===== src/hw/cba_pkg.sv =====
// constants and carrier types for the coprocessor bus arbiter
`default_nettype none
package cba_pkg;
	localparam int CBA_SLOTS = 5;
	localparam int CBA_SEL_W = 3;
	// selection codes: coprocessor, slot index 0..n-1, idle
	localparam logic [CBA_SEL_W-1:0] CBA_SEL_COPRO = 3'h7;
	localparam logic [CBA_SEL_W-1:0] CBA_SEL_NONE = 3'h6;
	localparam int CBA_HOLDOFF_TICKS = 1;
	typedef enum logic [1:0] {
		CBA_IDLE = 2'b00,
		CBA_OWNED = 2'b01,
		CBA_GAP = 2'b10
	} cba_state_type;
	// active-low copy of the host side handshake pins
	typedef struct packed {
		logic bus_grant_n;
		logic grant_ack_n;
		logic transfer_ack_n;
		logic addr_strobe_n;
	} cba_host_type;
endpackage
`default_nettype wire


===== src/hw/cba_arbiter.sv =====
// coprocessor and expansion slot bus arbiter
`default_nettype none
module cba_arbiter #(
	parameter int SLOTS = cba_pkg::CBA_SLOTS
) (
	input wire logic clk_in,
	input wire logic sys_rst_in,
	input wire cba_pkg::cba_host_type host_in,
	input wire logic [SLOTS-1:0] slot_request_n_in,
	input wire logic master_takeover_n_in,
	input wire logic copro_request_n_in,
	input wire logic copro_grant_n_in,
	output logic bus_request_n_out,
	output logic [SLOTS-1:0] slot_grant_n_out,
	output logic copro_grant_n_out,
	output logic copro_grant_oe_out,
	output logic copro_request_n_out,
	output logic copro_request_oe_out
);
	import cba_pkg::*;

	// ------------------------------------------------------------
	// input synchronisers
	// ------------------------------------------------------------
	// every pin except sys_rst_in is asynchronous to this clock, so two flops first
	localparam int NIN = SLOTS + 7;
	logic [NIN-1:0] meta_reg;
	logic [NIN-1:0] sync_reg;
	always_ff @(posedge clk_in) begin
		meta_reg <= {host_in, slot_request_n_in, master_takeover_n_in,
			copro_request_n_in, copro_grant_n_in};
		sync_reg <= meta_reg;
	end

	logic bg_s, ack_s, transfer_ack_s, as_s, master_takeover_s, creq_s, cgnt_s;
	logic [SLOTS-1:0] sreq_s;
	assign bg_s = ~sync_reg[NIN-1];
	assign ack_s = ~sync_reg[NIN-2];
	assign transfer_ack_s = ~sync_reg[NIN-3];
	assign as_s = ~sync_reg[NIN-4];
	assign sreq_s = ~sync_reg[SLOTS+2:3];
	assign master_takeover_s = ~sync_reg[2];
	assign creq_s = ~sync_reg[1];
	assign cgnt_s = ~sync_reg[0];

	// ------------------------------------------------------------
	// priority encoder
	// ------------------------------------------------------------
	// lowest slot index wins
	function automatic logic [CBA_SEL_W-1:0] pick(input logic c, input logic [SLOTS-1:0] r);
		logic [CBA_SEL_W-1:0] s;
		s = CBA_SEL_NONE;
		for (int i = SLOTS - 1; i >= 0; i--) begin
			if (r[i]) begin
				s = CBA_SEL_W'(i);
			end
		end
		if (c) begin
			s = CBA_SEL_COPRO;
		end
		return s;
	endfunction

	// ------------------------------------------------------------
	// arbitration state
	// ------------------------------------------------------------
	cba_state_type state_reg;
	logic [CBA_SEL_W-1:0] sel_reg;
	logic master_takeover_mode;
	logic [CBA_SEL_W-1:0] sel_now;
	logic held;
	assign master_takeover_mode = master_takeover_s;
	// coprocessor latched with slots, never during takeover
	assign sel_now = pick(creq_s & ~master_takeover_mode, sreq_s);
	assign held = (sel_reg == CBA_SEL_COPRO) ? creq_s : sreq_s[sel_reg];

	// gap state holds with grant negated until the host grant drops or takeover is seen
	// latched winner holds until its request and ack drop, or until takeover is seen while the coprocessor holds the latch
	always_ff @(posedge clk_in) begin
		if (sys_rst_in) begin
			state_reg <= CBA_IDLE;
			sel_reg <= CBA_SEL_NONE;
		end else begin
			unique case (state_reg)
				CBA_IDLE: begin
					if (sel_now != CBA_SEL_NONE) begin
						state_reg <= CBA_OWNED;
						sel_reg <= sel_now;
					end
				end
				CBA_OWNED: begin
					// takeover frees the latch for slot dma
					// otherwise the coprocessor win would block every slot request
					if ((sel_reg == CBA_SEL_COPRO && master_takeover_s) || (!held && !ack_s)) begin
						state_reg <= CBA_GAP;
						sel_reg <= CBA_SEL_NONE;
					end
				end
				CBA_GAP: begin
					if (!bg_s || master_takeover_mode) begin
						state_reg <= CBA_IDLE;
					end
				end
				default: begin
					state_reg <= CBA_IDLE;
					sel_reg <= CBA_SEL_NONE;
				end
			endcase
		end
	end

	// ------------------------------------------------------------
	// output drivers
	// ------------------------------------------------------------
	logic owned;
	logic grant_src;
	assign owned = (state_reg == CBA_OWNED);
	// takeover grant source is the coprocessor, else host
	assign grant_src = master_takeover_mode ? cgnt_s : bg_s;

	// takeover treated as ownership, host kept off
	always_ff @(posedge clk_in) begin
		if (sys_rst_in) begin
			bus_request_n_out <= 1'b1;
		end else begin
			bus_request_n_out <= ~(master_takeover_mode | (owned & ~master_takeover_mode));
		end
	end

	// slot grants never echo onto the coprocessor grant
	always_ff @(posedge clk_in) begin
		if (sys_rst_in) begin
			slot_grant_n_out <= '1;
		end else begin
			for (int i = 0; i < SLOTS; i++) begin
				slot_grant_n_out[i] <= ~(owned & grant_src & (sel_reg == CBA_SEL_W'(i)));
			end
		end
	end

	// takeover turns the coprocessor request into an output
	always_ff @(posedge clk_in) begin
		if (sys_rst_in) begin
			copro_grant_n_out <= 1'b1;
			copro_grant_oe_out <= 1'b1;
			copro_request_n_out <= 1'b1;
			copro_request_oe_out <= 1'b0;
		end else begin
			copro_grant_n_out <= ~(~master_takeover_mode & owned & bg_s & (sel_reg == CBA_SEL_COPRO));
			copro_grant_oe_out <= ~master_takeover_mode;
			copro_request_n_out <= ~(master_takeover_mode & owned & (sel_reg != CBA_SEL_COPRO));
			copro_request_oe_out <= master_takeover_mode;
		end
	end

	// ------------------------------------------------------------
	// assertions
	// ------------------------------------------------------------
	property p_one_grant;
		@(posedge clk_in) disable iff (sys_rst_in)
		$countones(~{slot_grant_n_out, copro_grant_n_out}) <= 1;
	endproperty
	a_one_grant: assert property (p_one_grant) else $error("two grants at once");

	property p_copro_lock;
		@(posedge clk_in) disable iff (sys_rst_in)
		!copro_grant_n_out |-> &slot_grant_n_out;
	endproperty
	a_copro_lock: assert property (p_copro_lock) else $error("slot grant with copro grant");

	property p_takeover_br;
		@(posedge clk_in) disable iff (sys_rst_in)
		master_takeover_s |=> !bus_request_n_out;
	endproperty
	a_takeover_br: assert property (p_takeover_br) else $error("host request not held");

	property p_takeover_dir;
		@(posedge clk_in) disable iff (sys_rst_in)
		master_takeover_s |=> copro_request_oe_out && !copro_grant_oe_out;
	endproperty
	a_takeover_dir: assert property (p_takeover_dir) else $error("direction not turned");

	property p_copro_won;
		@(posedge clk_in) disable iff (sys_rst_in)
		!copro_grant_n_out |-> $past(sel_reg == CBA_SEL_COPRO);
	endproperty
	a_copro_won: assert property (p_copro_won) else $error("copro grant without win");

	property p_copro_priority;
		@(posedge clk_in) disable iff (sys_rst_in)
		state_reg == CBA_IDLE && creq_s && !master_takeover_s |=> sel_reg == CBA_SEL_COPRO;
	endproperty
	a_copro_priority: assert property (p_copro_priority) else $error("copro lost");

	property p_gap;
		@(posedge clk_in) disable iff (sys_rst_in)
		state_reg == CBA_GAP && bg_s && !master_takeover_s |=> state_reg != CBA_OWNED;
	endproperty
	a_gap: assert property (p_gap) else $error("regrant before grant gap");

	property p_route;
		@(posedge clk_in) disable iff (sys_rst_in)
		owned && !master_takeover_s && bg_s && sel_reg == CBA_SEL_COPRO |=> !copro_grant_n_out;
	endproperty
	a_route: assert property (p_route) else $error("grant not routed");

	property p_pass;
		@(posedge clk_in) disable iff (sys_rst_in)
		owned && master_takeover_s && cgnt_s && sel_reg < CBA_SEL_W'(SLOTS)
		|=> !slot_grant_n_out[$past(sel_reg)];
	endproperty
	a_pass: assert property (p_pass) else $error("takeover grant not passed");

	c_copro: cover property (@(posedge clk_in) !copro_grant_n_out);
	c_slot: cover property (@(posedge clk_in) !slot_grant_n_out[0]);
	c_master_takeover_slot: cover property (@(posedge clk_in) master_takeover_s && !slot_grant_n_out[1]);
endmodule
`default_nettype wire


===== config.mk =====
export PLATFORM = sky130hd
export DESIGN_NAME = cba_arbiter
export DESIGN_NICKNAME = d
export VERILOG_FILES = /design/src/hw/cba_pkg.sv /design/src/hw/cba_arbiter.sv
export SDC_FILE = /design/constraint.sdc
export NUM_CORES = 1
export LEC_CHECK = 0
export BUFFER_PORTS_ARGS = -buffer_cell sky130_fd_sc_hd__buf_2
export CORE_MARGIN = 5
export CORE_UTILIZATION = 33
export CTS_CLUSTER_DIAMETER = 30
export CTS_CLUSTER_SIZE = 14
export DETAILED_ROUTE_END_ITERATION = 12
export PLACE_DENSITY = 0.57
export SYNTH_ARGS = -nofsm -noshare
export SYNTH_HDL_FRONTEND = slang
export SYNTH_SLANG_ARGS = --single-unit

===== constraint.sdc =====
create_clock -name clk_in -period 1.6 [get_ports clk_in]
set_input_delay 0.4 -clock clk_in [delete_from_list [all_inputs] [get_ports clk_in]]
set_output_delay 0.4 -clock clk_in [all_outputs]
set_load 0.01 [all_outputs]

[Yosys cells after proc, flatten, opt, wreduce, memory -nomap -nowiden]
Index checks and enable logic that the tools add are counted.
Storage, ports and cells
  register bits after elaboration: 39
  input port bits: 14
  output and inout port bits: 10
  logic and storage cells: 76
Cells by class
  $lt $le $gt $ge: 1
  eq/ne operators: 12
  multiplexer cells: 17
  bitwise gates (word level): 27
  reductions and logical operators: 9
Operator list (count)
  two-way mux 3 bit: 7
  NOT 1 bit: 13
  AND 1 bit: 12
  one-hot mux 3 bit (3 select lines): 1
  two-way mux 2 bit: 4
  == test 3 x 2 -> 1 bit, second input constant: 2
  == test 3 bit, second input constant: 2
  inequality test 3 bit, second input constant: 2
  one-hot mux 2 bit (3 select lines): 1
  AND reduction 3 bit: 2
  NOT 5 bit: 1
  less-than comparator 3 x 4 -> 1 bit, second input constant: 1
  inequality test 2 bit, second input constant: 2
  binary-select mux 1 bit (select 3 bit): 1
  == test 3 x 1 -> 1 bit, second input constant: 1
  logical NOT 3 bit: 1
  two-way mux 1 bit: 3
  == test 2 x 1 -> 1 bit, second input constant: 1
  == test 2 bit, second input constant: 1
  logical AND 1 bit: 2
  logical NOT 2 bit: 1
  logical OR 1 bit: 2
  inequality test 2 x 1 -> 1 bit, second input constant: 1
  logical NOT 1 bit: 1
  bitwise OR 1 bit: 1

[Longest topological paths before layout]
Gate-level depths: netlist (run 1).
  word-level depth: 10
  gate-level depth with buffers: 5
  mapped depth without buffers: 4

[Least setup slack after synthesis (run 1)]
Ideal clock, no wire load.
  path kind: reg-to-reg
  from: reg sel_reg[1]
  to: reg sel_reg[2]
  library setup time: 122 ps
  data arrival time: 1491 ps
  data required time: 1478 ps
  setup slack: -12 ps
  cell stages (with the launch flop): 6
  path buffers: 1
  clock period less this slack: 1612 ps
  cell sequence: dfxtp_1 buf_6 or4b_1 o311a_1 a21o_1 o311a_1
Between the ends
  cells in the longest elaborated chain, start to end: 8
  elaborated cells between the ends (all ways): 10
  classes of those cells: 2 x eq/ne; 3 x mux; 5 x reduce/logical
Ends and longest elaborated chain
  start: declaration: line cba_arbiter.sv:68  | logic [CBA_SEL_W-1:0] sel_reg;
  start signal: assignment: line cba_arbiter.sv:88  | sel_reg <= sel_now;
  binary-select mux 1 bit (select 3 bit): line cba_arbiter.sv:75  | assign held = (sel_reg == CBA_SEL_COPRO) ? creq_s : sreq_s[sel_reg];
  two-way mux 1 bit (implied by the code): line cba_arbiter.sv:75
  two-way mux 1 bit: line cba_arbiter.sv:75
  logical NOT 1 bit: line cba_arbiter.sv:94  | if ((sel_reg == CBA_SEL_COPRO && master_takeover_s) || (!held && !ack_s)) begin
  logical AND 1 bit: line cba_arbiter.sv:94
  logical OR 1 bit (*): line cba_arbiter.sv:94
  inequality test 2 x 1 -> 1 bit (no source line) (*)
  AND reduction 3 bit (no source line) (*)
Mark *: on every way between the ends. The rest lies on a longest branch, timed or not. The select of a mux whose other input is x is not followed.
A chain may end at the register's enable or synchronous reset.

[Worst setup path after layout (run 1)]
Ends and elaborated chain as after synthesis.

==> impl_metrics.env, run 1 <==
export IMPL_boundaryPins=24
export IMPL_peakVddDrop_mv=0.5343
export IMPL_synthesis_instances=91
export IMPL_worstSetupPathType="reg2reg"
export IMPL_grt_overflow_total=0
export IMPL_rows=20
export IMPL_clock_latency_ps=330
export IMPL_cts_made_buffers=5
export IMPL_critical_path_required_ps=1820
export IMPL_yosysTopAreaCellShare_pct=66.04
export IMPL_cts_root_buf="clkbuf_4"
export IMPL_finalHoldViolCount=0
export IMPL_arrival_ps=1830
export IMPL_critPathLaunchType="flip-flop"
export IMPL_fin_ws_ps=-5.891
export IMPL_reg2reg_from="sel_reg[1]"
export IMPL_power_density_nw_per_um2=1189
export IMPL_wl_per_cell_um=10.39
export IMPL_final_core_util_pct=43.74
export IMPL_synth_nets=105
export IMPL_dp_hpwl_um=1300
export IMPL_antenna_found_initial=0
export IMPL_syn_area_per_cell_um2=11.66
export IMPL_ys_seq_area_share_pct=66.04
export IMPL_worst_pin_slew_ps=371.7
export IMPL_start_util_pct=34.47
export IMPL_p_int_mw=1.196
export IMPL_drv_slew=0
export IMPL_drive_above_1_share_pct=33.33
export IMPL_drcViolationCount=0
export IMPL_violations="negative setup slack"
export IMPL_seq_power_share_pct=60.0
export IMPL_cp_max_fo=5
export IMPL_portBuffers=21
export IMPL_setup_worst_path_end="sel_reg[2]"
export IMPL_final_fill_count=313
export IMPL_die_h_um=66.70
export IMPL_htreeDepth=2
export IMPL_busiest_layer="met2"
export IMPL_yosys_top_cells_area="dfxtp_1 (66%), nand2b_1 (2.4%), nand3_1 (2.4%)"
export IMPL_globalRouteMet3Util_pct=4.047
export IMPL_min_path_type="in2reg"
export IMPL_fin_crit_sh_pct=100.4
export IMPL_synth_area_leader_cell="dfxtp_1"
export IMPL_routed_wl_um=1767
export IMPL_vias_per_cell=4.506
export IMPL_nNetsFinal=139
export IMPL_setup_viol=1
export IMPL_drv_cap=0
export IMPL_skew_ps=3.340
export IMPL_critPathCaptureType="flip-flop"
export IMPL_dr_total_vias=766
export IMPL_final_instance_count_excl_fill=170
export IMPL_cts_tree="done"
export IMPL_use_met2_pct=13.37
export IMPL_dpl_cell_count=161
export IMPL_crit_start="sel_reg[1]"
export IMPL_max_slew_margin_pct=74.90
export IMPL_grt_max_degree=12
export IMPL_fmax_mhz=622.7
export IMPL_dr_pass1_iters=4
export IMPL_status="finished, violations left"
export IMPL_clock_sinks=35
export IMPL_met1_usage_pct=10.16
export IMPL_core_um2=3078
export IMPL_rsz0062_at_grt="true"
export IMPL_grt_pass1_wl_um=2877
export IMPL_place_gp_congestion=0.8559
export IMPL_ant_nets=0
export IMPL_diodes=0
export IMPL_layout_commonest_cell="dfxtp_1"
export IMPL_clock_path_buffers=2
export IMPL_grt_pass1_vias=686
export IMPL_netlist_area_um2=1061
export IMPL_pwr_share_clk_pct=27.9
export IMPL_cts_hold_buf=0
export IMPL_p_leak_nw=0.5415
export IMPL_ys_warn_count=0
export IMPL_ys_seq_elements=35
export IMPL_combinationalPowerShare_pct=12.1
export IMPL_regToRegEndpoint="sel_reg[2]"
export IMPL_clkTransAtPathRegs_ps=100
export IMPL_p_sw_mw=0.4050
export IMPL_dieArea_um2=4449
export IMPL_ff2ff_path_depth=4
export IMPL_layout_cells_most_common_list="dfxtp_1 (34), buf_2 (21), buf_4 (9)"
export IMPL_yosysUniqueCellTypes=34
export IMPL_pre_cts_ws_ps=3.895
export IMPL_drt_iter0_drc=37
export IMPL_die_x_um=66.70
export IMPL_r2r_slack_ps=-6
export IMPL_power_switching_share_pct=25.31
export IMPL_final_min_clock_period_ps=1606
export IMPL_track_usage_pct=8.863
export IMPL_area_growth_pct=26.89
critical path, cell delays in order (launching register included):
cell and delay, ps:
dfxtp_4 390, mux2_4 300, o311a_1 320, a21o_1 200, o311a_1 300
metrics by stage:
stage               instance area (um2)  power [mW]  hold slack, ps  setup TNS, ps
floorplan                          1066       1.088           309.6              0
global placement                   1266       1.154           310.1              0
detailed placement                 1266       1.156           312.1              0
CTS                                1323       1.615           139.0              0
global route                       1346       1.703           128.5         -38.83
finish                             1346       1.601           162.4         -5.891
logic make-up (layout without fill, tap and decap cells):
group,count (synthesis),after routing,share of synthesized area (%)
mux,2,2,2.122
compound gates,17,17,12.15
simple gates,31,31,16.75
flops,35,35,66.04
buf+inv,6,41,2.947
synthesized netlist by cell type:
master     number
dfxtp_1        35
nor2_1          6
nand3_1         5
nand2b_1        4
inv_1           3
nor2b_1         3
a21boi_0        2
mux2_2          2
nand2_1         2
nor4_1          2
o21ai_1         2
o311a_1         2
or4_1           2
a2111oi_0       1
a21o_1          1
a21oi_1         1
a221oi_1        1
a31oi_1         1
and2_1          1
and3_1          1
and4_1          1
buf_2           1
buf_6           1
clkbuf_1        1
nand3b_1        1
nor3_1          1
nor3b_1         1
o2111ai_1       1
o211ai_1        1
o21ai_0         1
o2bb2ai_1       1
o31a_1          1
o41ai_1         1
or4b_1          1
what timing repair did:
action,4_1_cts,5_1_grt
endpoints found under the setup margin,2,3
setup buffers,0,1
pin swaps,0,1
gates resized for setup,1,4
worst min-delay path by stage:
stage | start | to | slack [ps] | cells after the start
3_3_place_gp | meta_reg[5] | sync_reg[5] | 310 | 0
2_1_floorplan | meta_reg[0] | sync_reg[0] | 310 | 0
3_5_place_dp | meta_reg[10] | sync_reg[10] | 310 | 0
6_report | copro_grant_n_in | meta_reg[0] | 160 | 1
4_1_cts | copro_grant_n_in | meta_reg[0] | 140 | 1
5_1_grt | slot_request_n_in[1] | meta_reg[4] | 130 | 1
power groups by stage:
stage	logic [mW]	registers (mW)	clock network, mW
3_3_place_gp	0.176	0.978	0
6_report	0.194	0.960	0.447
4_1_cts	0.179	0.960	0.477
2_1_floorplan	0.115	0.974	0
3_5_place_dp	0.177	0.979	0
5_1_grt	0.216	0.966	0.521
cell type report:
type	instances	area, um2	area share (%)
Clock buffer	6	41.29	3.067
Sequential cell	35	704.4	52.32
Tap cell	44	55.05	4.089
Clock inverter	2	12.51	0.9294
Timing Repair Buffer	30	172.7	12.83
Inverter	3	11.26	0.8364
Multi-Input combinational cell	50	349.1	25.93
metal layers:
layer,vias to the layer above,share of wire [%]
li1,396,-
met1,336,44
met2,27,45
met3,7,8.4
met4,0,2.7
met5,-,0
Power figures use the tool's default switching activity.
==> run 2, diff against run 1 <==
Settings changed: BUFFER_PORTS_ARGS -buffer_cell sky130_fd_sc_hd__buf_2 to not set, DONT_BUFFER_PORTS set to 1, PLACE_DENSITY 0.57 to 0.5.
==> run 2 against run 1 <==
  * Routed wire length up 10%
  * Sequential power increased by 0.6%
  * The flow now finishes without violations
  * Via count fell by 8.1%
  * Count of clock-buffer cells in the layout up 2
  * Global-route usage up 1.3 points
  * Clock power rose by 21%
==> impl_metrics.env, run 2 (synthesized netlist as in run 1, its figures left out) <==
export IMPL_cts_root_buf="clkbuf_4"
export IMPL_routed_wl_um=1945
export IMPL_critPathLaunchType="flip-flop"
export IMPL_grt_overflow_total=0
export IMPL_peakVddDrop_mv=0.5179
export IMPL_power_density_nw_per_um2=1336
export IMPL_max_slew_margin_pct=74.21
export IMPL_boundaryPins=24
export IMPL_dieArea_um2=4449
export IMPL_ff_latch_area_um2=705.7
export IMPL_clock_sinks=35
export IMPL_power_total_mw=1.676
export IMPL_fmax_mhz=625.4
export IMPL_cts_made_buffers=5
export IMPL_critPathCaptureType="flip-flop"
export IMPL_grt_pass1_wl_um=3243
export IMPL_ant_nets=0
export IMPL_grt_pass1_vias=681
export IMPL_dr_total_vias=704
export IMPL_core_um2=3078
export IMPL_setup_worst_path_end="sel_reg[2]"
export IMPL_drt_iter0_drc=34
export IMPL_p_leak_nw=0.4798
export IMPL_die_h_um=66.70
export IMPL_setup_viol=0
export IMPL_worstSetupPathType="reg2reg"
export IMPL_vias_per_cell=4.693
export IMPL_drive_above_1_share_pct=20.75
export IMPL_clock_latency_ps=330
export IMPL_area_growth_pct=18.28
export IMPL_dr_pass1_iters=4
export IMPL_fin_crit_sh_pct=99.93
export IMPL_clkTransAtPathRegs_ps=110
export IMPL_nNetsFinal=119
export IMPL_wl_per_cell_um=12.97
export IMPL_layout_cells_most_common_list="dfxtp_1 (33), buf_4 (10), nor2_1 (6)"
export IMPL_worst_pin_slew_ps=381.9
export IMPL_ff2ff_path_depth=4
export IMPL_dp_hpwl_um=1375
export IMPL_drv_cap=0
export IMPL_arrival_ps=1830
export IMPL_drv_slew=0
export IMPL_antenna_found_initial=0
export IMPL_htreeDepth=2
export IMPL_r2r_slack_ps=1
export IMPL_crit_start="sel_reg[1]"
export IMPL_clock_path_buffers=2
export IMPL_final_core_util_pct=40.77
export IMPL_track_usage_pct=10.17
export IMPL_cp_max_fo=4
export IMPL_critical_path_required_ps=1830
export IMPL_skew_ps=9.260
export IMPL_final_min_clock_period_ps=1599
export IMPL_min_path_type="in2reg"
export IMPL_cts_tree="done"
export IMPL_layout_commonest_cell="dfxtp_1"
export IMPL_rows=20
export IMPL_rsz0062_at_grt="true"
export IMPL_diodes=0
export IMPL_drcViolationCount=0
export IMPL_cts_hold_buf=0
export IMPL_reg2reg_from="sel_reg[1]"
export IMPL_regToRegEndpoint="sel_reg[2]"
export IMPL_status="completed"
export IMPL_die_x_um=66.70
export IMPL_final_fill_count=323
export IMPL_multi_input_area_um2=339.1
export IMPL_finalHoldViolCount=0
export IMPL_grt_max_degree=11
export IMPL_start_util_pct=34.47
export IMPL_portBuffers=0
export IMPL_place_gp_congestion=0.8042
==> run 2: cell types whose count changed in the layout (fill, tap and decap cells not counted), sizes merged <==
| cell | previous run | this run |
|---|---|---|
| clkbuf | 6 | 8 |
| buf | 30 | 10 |
| clkinv | 1 | 0 |
| clkinvlp | 1 | 0 |
==> run 2: repair_timing <==
item                       CTS  global route
setup endpoints to repair    2             4
gates cloned                 0             0
gates resized for setup      3             1
hold endpoints to repair     0             0
buffers inserted             1             0
pin swaps                    1             0
==> run 2: stage by stage <==
step / instance area (um2) / setup WS (ps) / setup TNS (ps) / hold slack [ps] / cells
after CTS: 1254 / 4.003 / 0 / 62.41 / 150
after floorplan: 1066 / 3.723 / 0 / 309.6 / 91
after global placement: 1169 / 23.64 / 0 / 310.8 / 141
final: 1255 / 1.089 / 0 / 79.85 / 150
after detailed placement: 1169 / -96.87 / -96.87 / 312.1 / 141
after global routing: 1255 / -43.57 / -82.51 / 44.13 / 150
==> run 2: layout make-up <==
cell class	instances	area share, %
well taps	44	4.387
inverters	3	0.8973
clock buffers	8	5.484
flip-flops and latches	35	56.23
multi-input cells	50	27.02
repair buffers	10	5.982
==> run 2: how the worst min path moves through the flow <==
| stage | from | to | slack [ps] | depth (start not counted) |
|---|---|---|---|---|
| after floorplan | meta_reg[0] | sync_reg[0] | 310 | 0 |
| after global placement | meta_reg[6] | sync_reg[6] | 310 | 0 |
| after detailed placement | meta_reg[1] | sync_reg[1] | 310 | 0 |
| after CTS | slot_request_n_in[2] | meta_reg[5] | 60 | 0 |
| after global routing | slot_request_n_in[2] | meta_reg[5] | 40 | 0 |
| final | slot_request_n_in[2] | meta_reg[5] | 80 | 0 |
==> run 2: where the power goes <==
part           internal (mW)  switching [mW]  leakage (nW)
clock network          0.259           0.282        0.0386
registers              0.926          0.0406         0.292
logic                 0.0887          0.0809         0.149
total                   1.27           0.403         0.480
==> run 2: critical path, stage by stage (launching register included) <==
cell,delay (ps)
dfxtp_4,380
mux2_4,290
o311a_1,330
a21o_1,200
o311a_1,290
==> run 2: layer usage <==
layer / wire [um] / up-vias / global-route usage, %
met2: 892 / 20 / 14.73
met4: 38 / 0 / 6.853
met5: 0 / - / 0
li1: - / 354 / -
met3: 105 / 5 / 4.384
met1: 909 / 325 / 12.03
==> run 3, diff against run 2 <==
Settings changed: ABC_AREA set to 1.
==> run 3 against run 2 <==
  * Sequential cell count stayed put
  * First-iteration DRC count is 21% higher
  * Routed wire length fell by 8.5%
  * Combinational power grew to 3.0 times the previous value
  * Setup slack improved by 190 ps
  * Critical path type unchanged
  * Largest power group unchanged
  * Highest routed layer unchanged
==> impl_metrics.env, run 3 <==
export IMPL_dpl_cell_count=164
export IMPL_cts_tree="done"
export IMPL_fmax_mhz=710.2
export IMPL_ys_warn_count=0
export IMPL_diodes=0
export IMPL_synth_mux_area_share_pct=0
export IMPL_finalHoldViolCount=0
export IMPL_worst_pin_slew_ps=321.7
export IMPL_critPathCaptureType="flip-flop"
export IMPL_fin_crit_sh_pct=88.00
export IMPL_yosys_area_share_adder_pct=0
export IMPL_min_path_type="in2reg"
export IMPL_post_cts_buffers=0
export IMPL_grt_pass1_wl_um=2953
export IMPL_drive_above_1_share_pct=16.67
export IMPL_nNetsFinal=139
export IMPL_clkTransAtPathRegs_ps=110
export IMPL_drv_slew=0
export IMPL_start_util_pct=33.93
export IMPL_wl_per_cell_um=10.34
export IMPL_arrival_ps=1630
export IMPL_dr_pass1_iters=4
export IMPL_synth_nets=132
export IMPL_clock_sinks=35
export IMPL_die_h_um=68.58
export IMPL_ant_nets=0
export IMPL_synth_area_leader_cell="dfxtp_1"
export IMPL_setup_viol=0
export IMPL_yosysTopAreaCellShare_pct=61.88
export IMPL_final_fill_count=358
export IMPL_area_growth_pct=11.49
export IMPL_crit_top_cell="nand2_1"
export IMPL_place_gp_congestion=0.7720
export IMPL_fin_setup_tns_ps=0
export IMPL_critPathLaunchType="flip-flop"
export IMPL_dr_total_vias=762
export IMPL_routed_wl_um=1779
export IMPL_cts_hold_buf=0
export IMPL_max_stage_delay_ps=360
export IMPL_netlist_area_um2=1132
export IMPL_grt_max_degree=12
export IMPL_cp_slowest_cell="dfxtp_1"
export IMPL_drv_cap=0
export IMPL_power_density_nw_per_um2=1701
export IMPL_ff_latch_area_um2=700.7
export IMPL_peakVddDrop_mv=0.5692
export IMPL_cts_made_buffers=5
export IMPL_synth_compound_area_share_pct=6.409
export IMPL_drt_iter0_drc=41
export IMPL_grt_overflow_total=0
export IMPL_core_um2=3337
export IMPL_skew_ps=16.50
export IMPL_boundaryPins=24
export IMPL_dieArea_um2=4703
export IMPL_synth_simple_area_share_pct=25.64
export IMPL_final_min_clock_period_ps=1408
export IMPL_synthesis_instances=118
export IMPL_cp_max_fo=5
export IMPL_worstSetupPathType="reg2reg"
export IMPL_final_instance_count_excl_fill=172
export IMPL_die_x_um=68.58
export IMPL_ys_seq_elements=35
export IMPL_clock_latency_ps=340
export IMPL_synth_top_family_by_area="simple AND/OR/NAND/NOR gates"
export IMPL_track_usage_pct=9.001
export IMPL_rsz0062_at_grt="false"
export IMPL_ctsResizeCount=0
export IMPL_vias_per_cell=4.430
export IMPL_synth_xor_area_share_pct=0
export IMPL_final_core_util_pct=37.83
export IMPL_portBuffers=0
export IMPL_synthTopCellsByCount="dfxtp_1 (35), inv_1 (17), nand2_1 (17), nand3_1 (13), nor2_1 (9)"
export IMPL_synth_edf_count=0
export IMPL_async_flop_share_pct=0
export IMPL_drcViolationCount=0
export IMPL_rows=21
export IMPL_hold_slack_ps=75.43
export IMPL_cp_cell_sequence="inv_1 > or2_0 > nand2_1 > nor3_4 > a21oi_4 > nand2_1 > nand2_1 > nand3_1"
export IMPL_synth_most_common_cell="dfxtp_1"
export IMPL_syn_area_per_cell_um2=9.596
export IMPL_max_slew_margin_pct=78.52
export IMPL_status="completed"
export IMPL_cts_root_buf="clkbuf_4"
export IMPL_yosysUniqueCellTypes=21
export IMPL_clock_path_buffers=2
export IMPL_yosys_top_cells_area="dfxtp_1 (62%), nand3_1 (5.7%), inv_1 (5.6%)"
export IMPL_multi_input_area_um2=362.8
export IMPL_p_leak_nw=0.5809
export IMPL_grt_pass1_vias=688
export IMPL_fin_ws_ps=192.0
export IMPL_antenna_found_initial=0
export IMPL_pre_cts_ws_ps=198.8
export IMPL_dp_hpwl_um=1295
export IMPL_layout_commonest_cell="dfxtp_1"
export IMPL_htreeDepth=2
export IMPL_layout_cells_most_common_list="dfxtp_1 (35), inv_1 (17), nand2_1 (17)"
export IMPL_ys_seq_area_share_pct=61.88
export IMPL_critical_path_required_ps=1820
export IMPL_synthFlopType="dfxtp_1"
[run 3: final cells by class]
class	count	share of cell area (%)
Inverter	18	5.451
Clock buffer	7	5.154
Clock inverter	1	0.5946
Sequential cell	35	55.50
Tap cell	46	4.559
Multi-Input combinational cell	65	28.74
[run 3: power breakdown]
group	switching, mW	internal [mW]	leakage [nW]
clock	0.287	0.257	0.0375
combinational	0.316	0.193	0.251
sequential	0.126	0.969	0.292
total	0.729	1.42	0.581
[run 3: cells by family after synthesis]
family          after synthesis
compound gates               10
buf+inv                      18
flops                        35
simple gates                 55
[run 3: metal layers]
metal / vias to the layer above / global-route usage [%] / part of all wire (%)
li1: 389 / - / -
met1: 343 / 10.36 / 45
met2: 22 / 12.99 / 43
met3: 8 / 4.052 / 9.2
met4: 0 / 6.700 / 2.9
met5: - / 0 / 0
[run 3: metrics by stage]
stage               instance area (um2)  total power, mW
floorplan                          1132            1.536
global placement                   1190            1.620
detailed placement                 1190            1.629
CTS                                1262            2.179
global route                       1262            2.314
finish                             1262            2.147
[run 3: critical path, delay by kind of cell, from the launching register on]
kind                   cells  cell delay (ps)
flip-flops                 1              360
buffers and inverters      1               90
AND/OR/NAND/NOR            6              660
AO/OA/AOI/OAI              1              180
[run 3: path summary, 6_finish.rpt]
check / from / to / slack, ps / cells after the start
max: sync_reg[2] / sel_reg[2] / 190 / 8
min: master_takeover_n_in / meta_reg[2] / 80 / 0
max reg2reg: sync_reg[2] / sel_reg[2] / 190 / 8
min reg2reg: meta_reg[10] / sync_reg[10] / 320 / 0
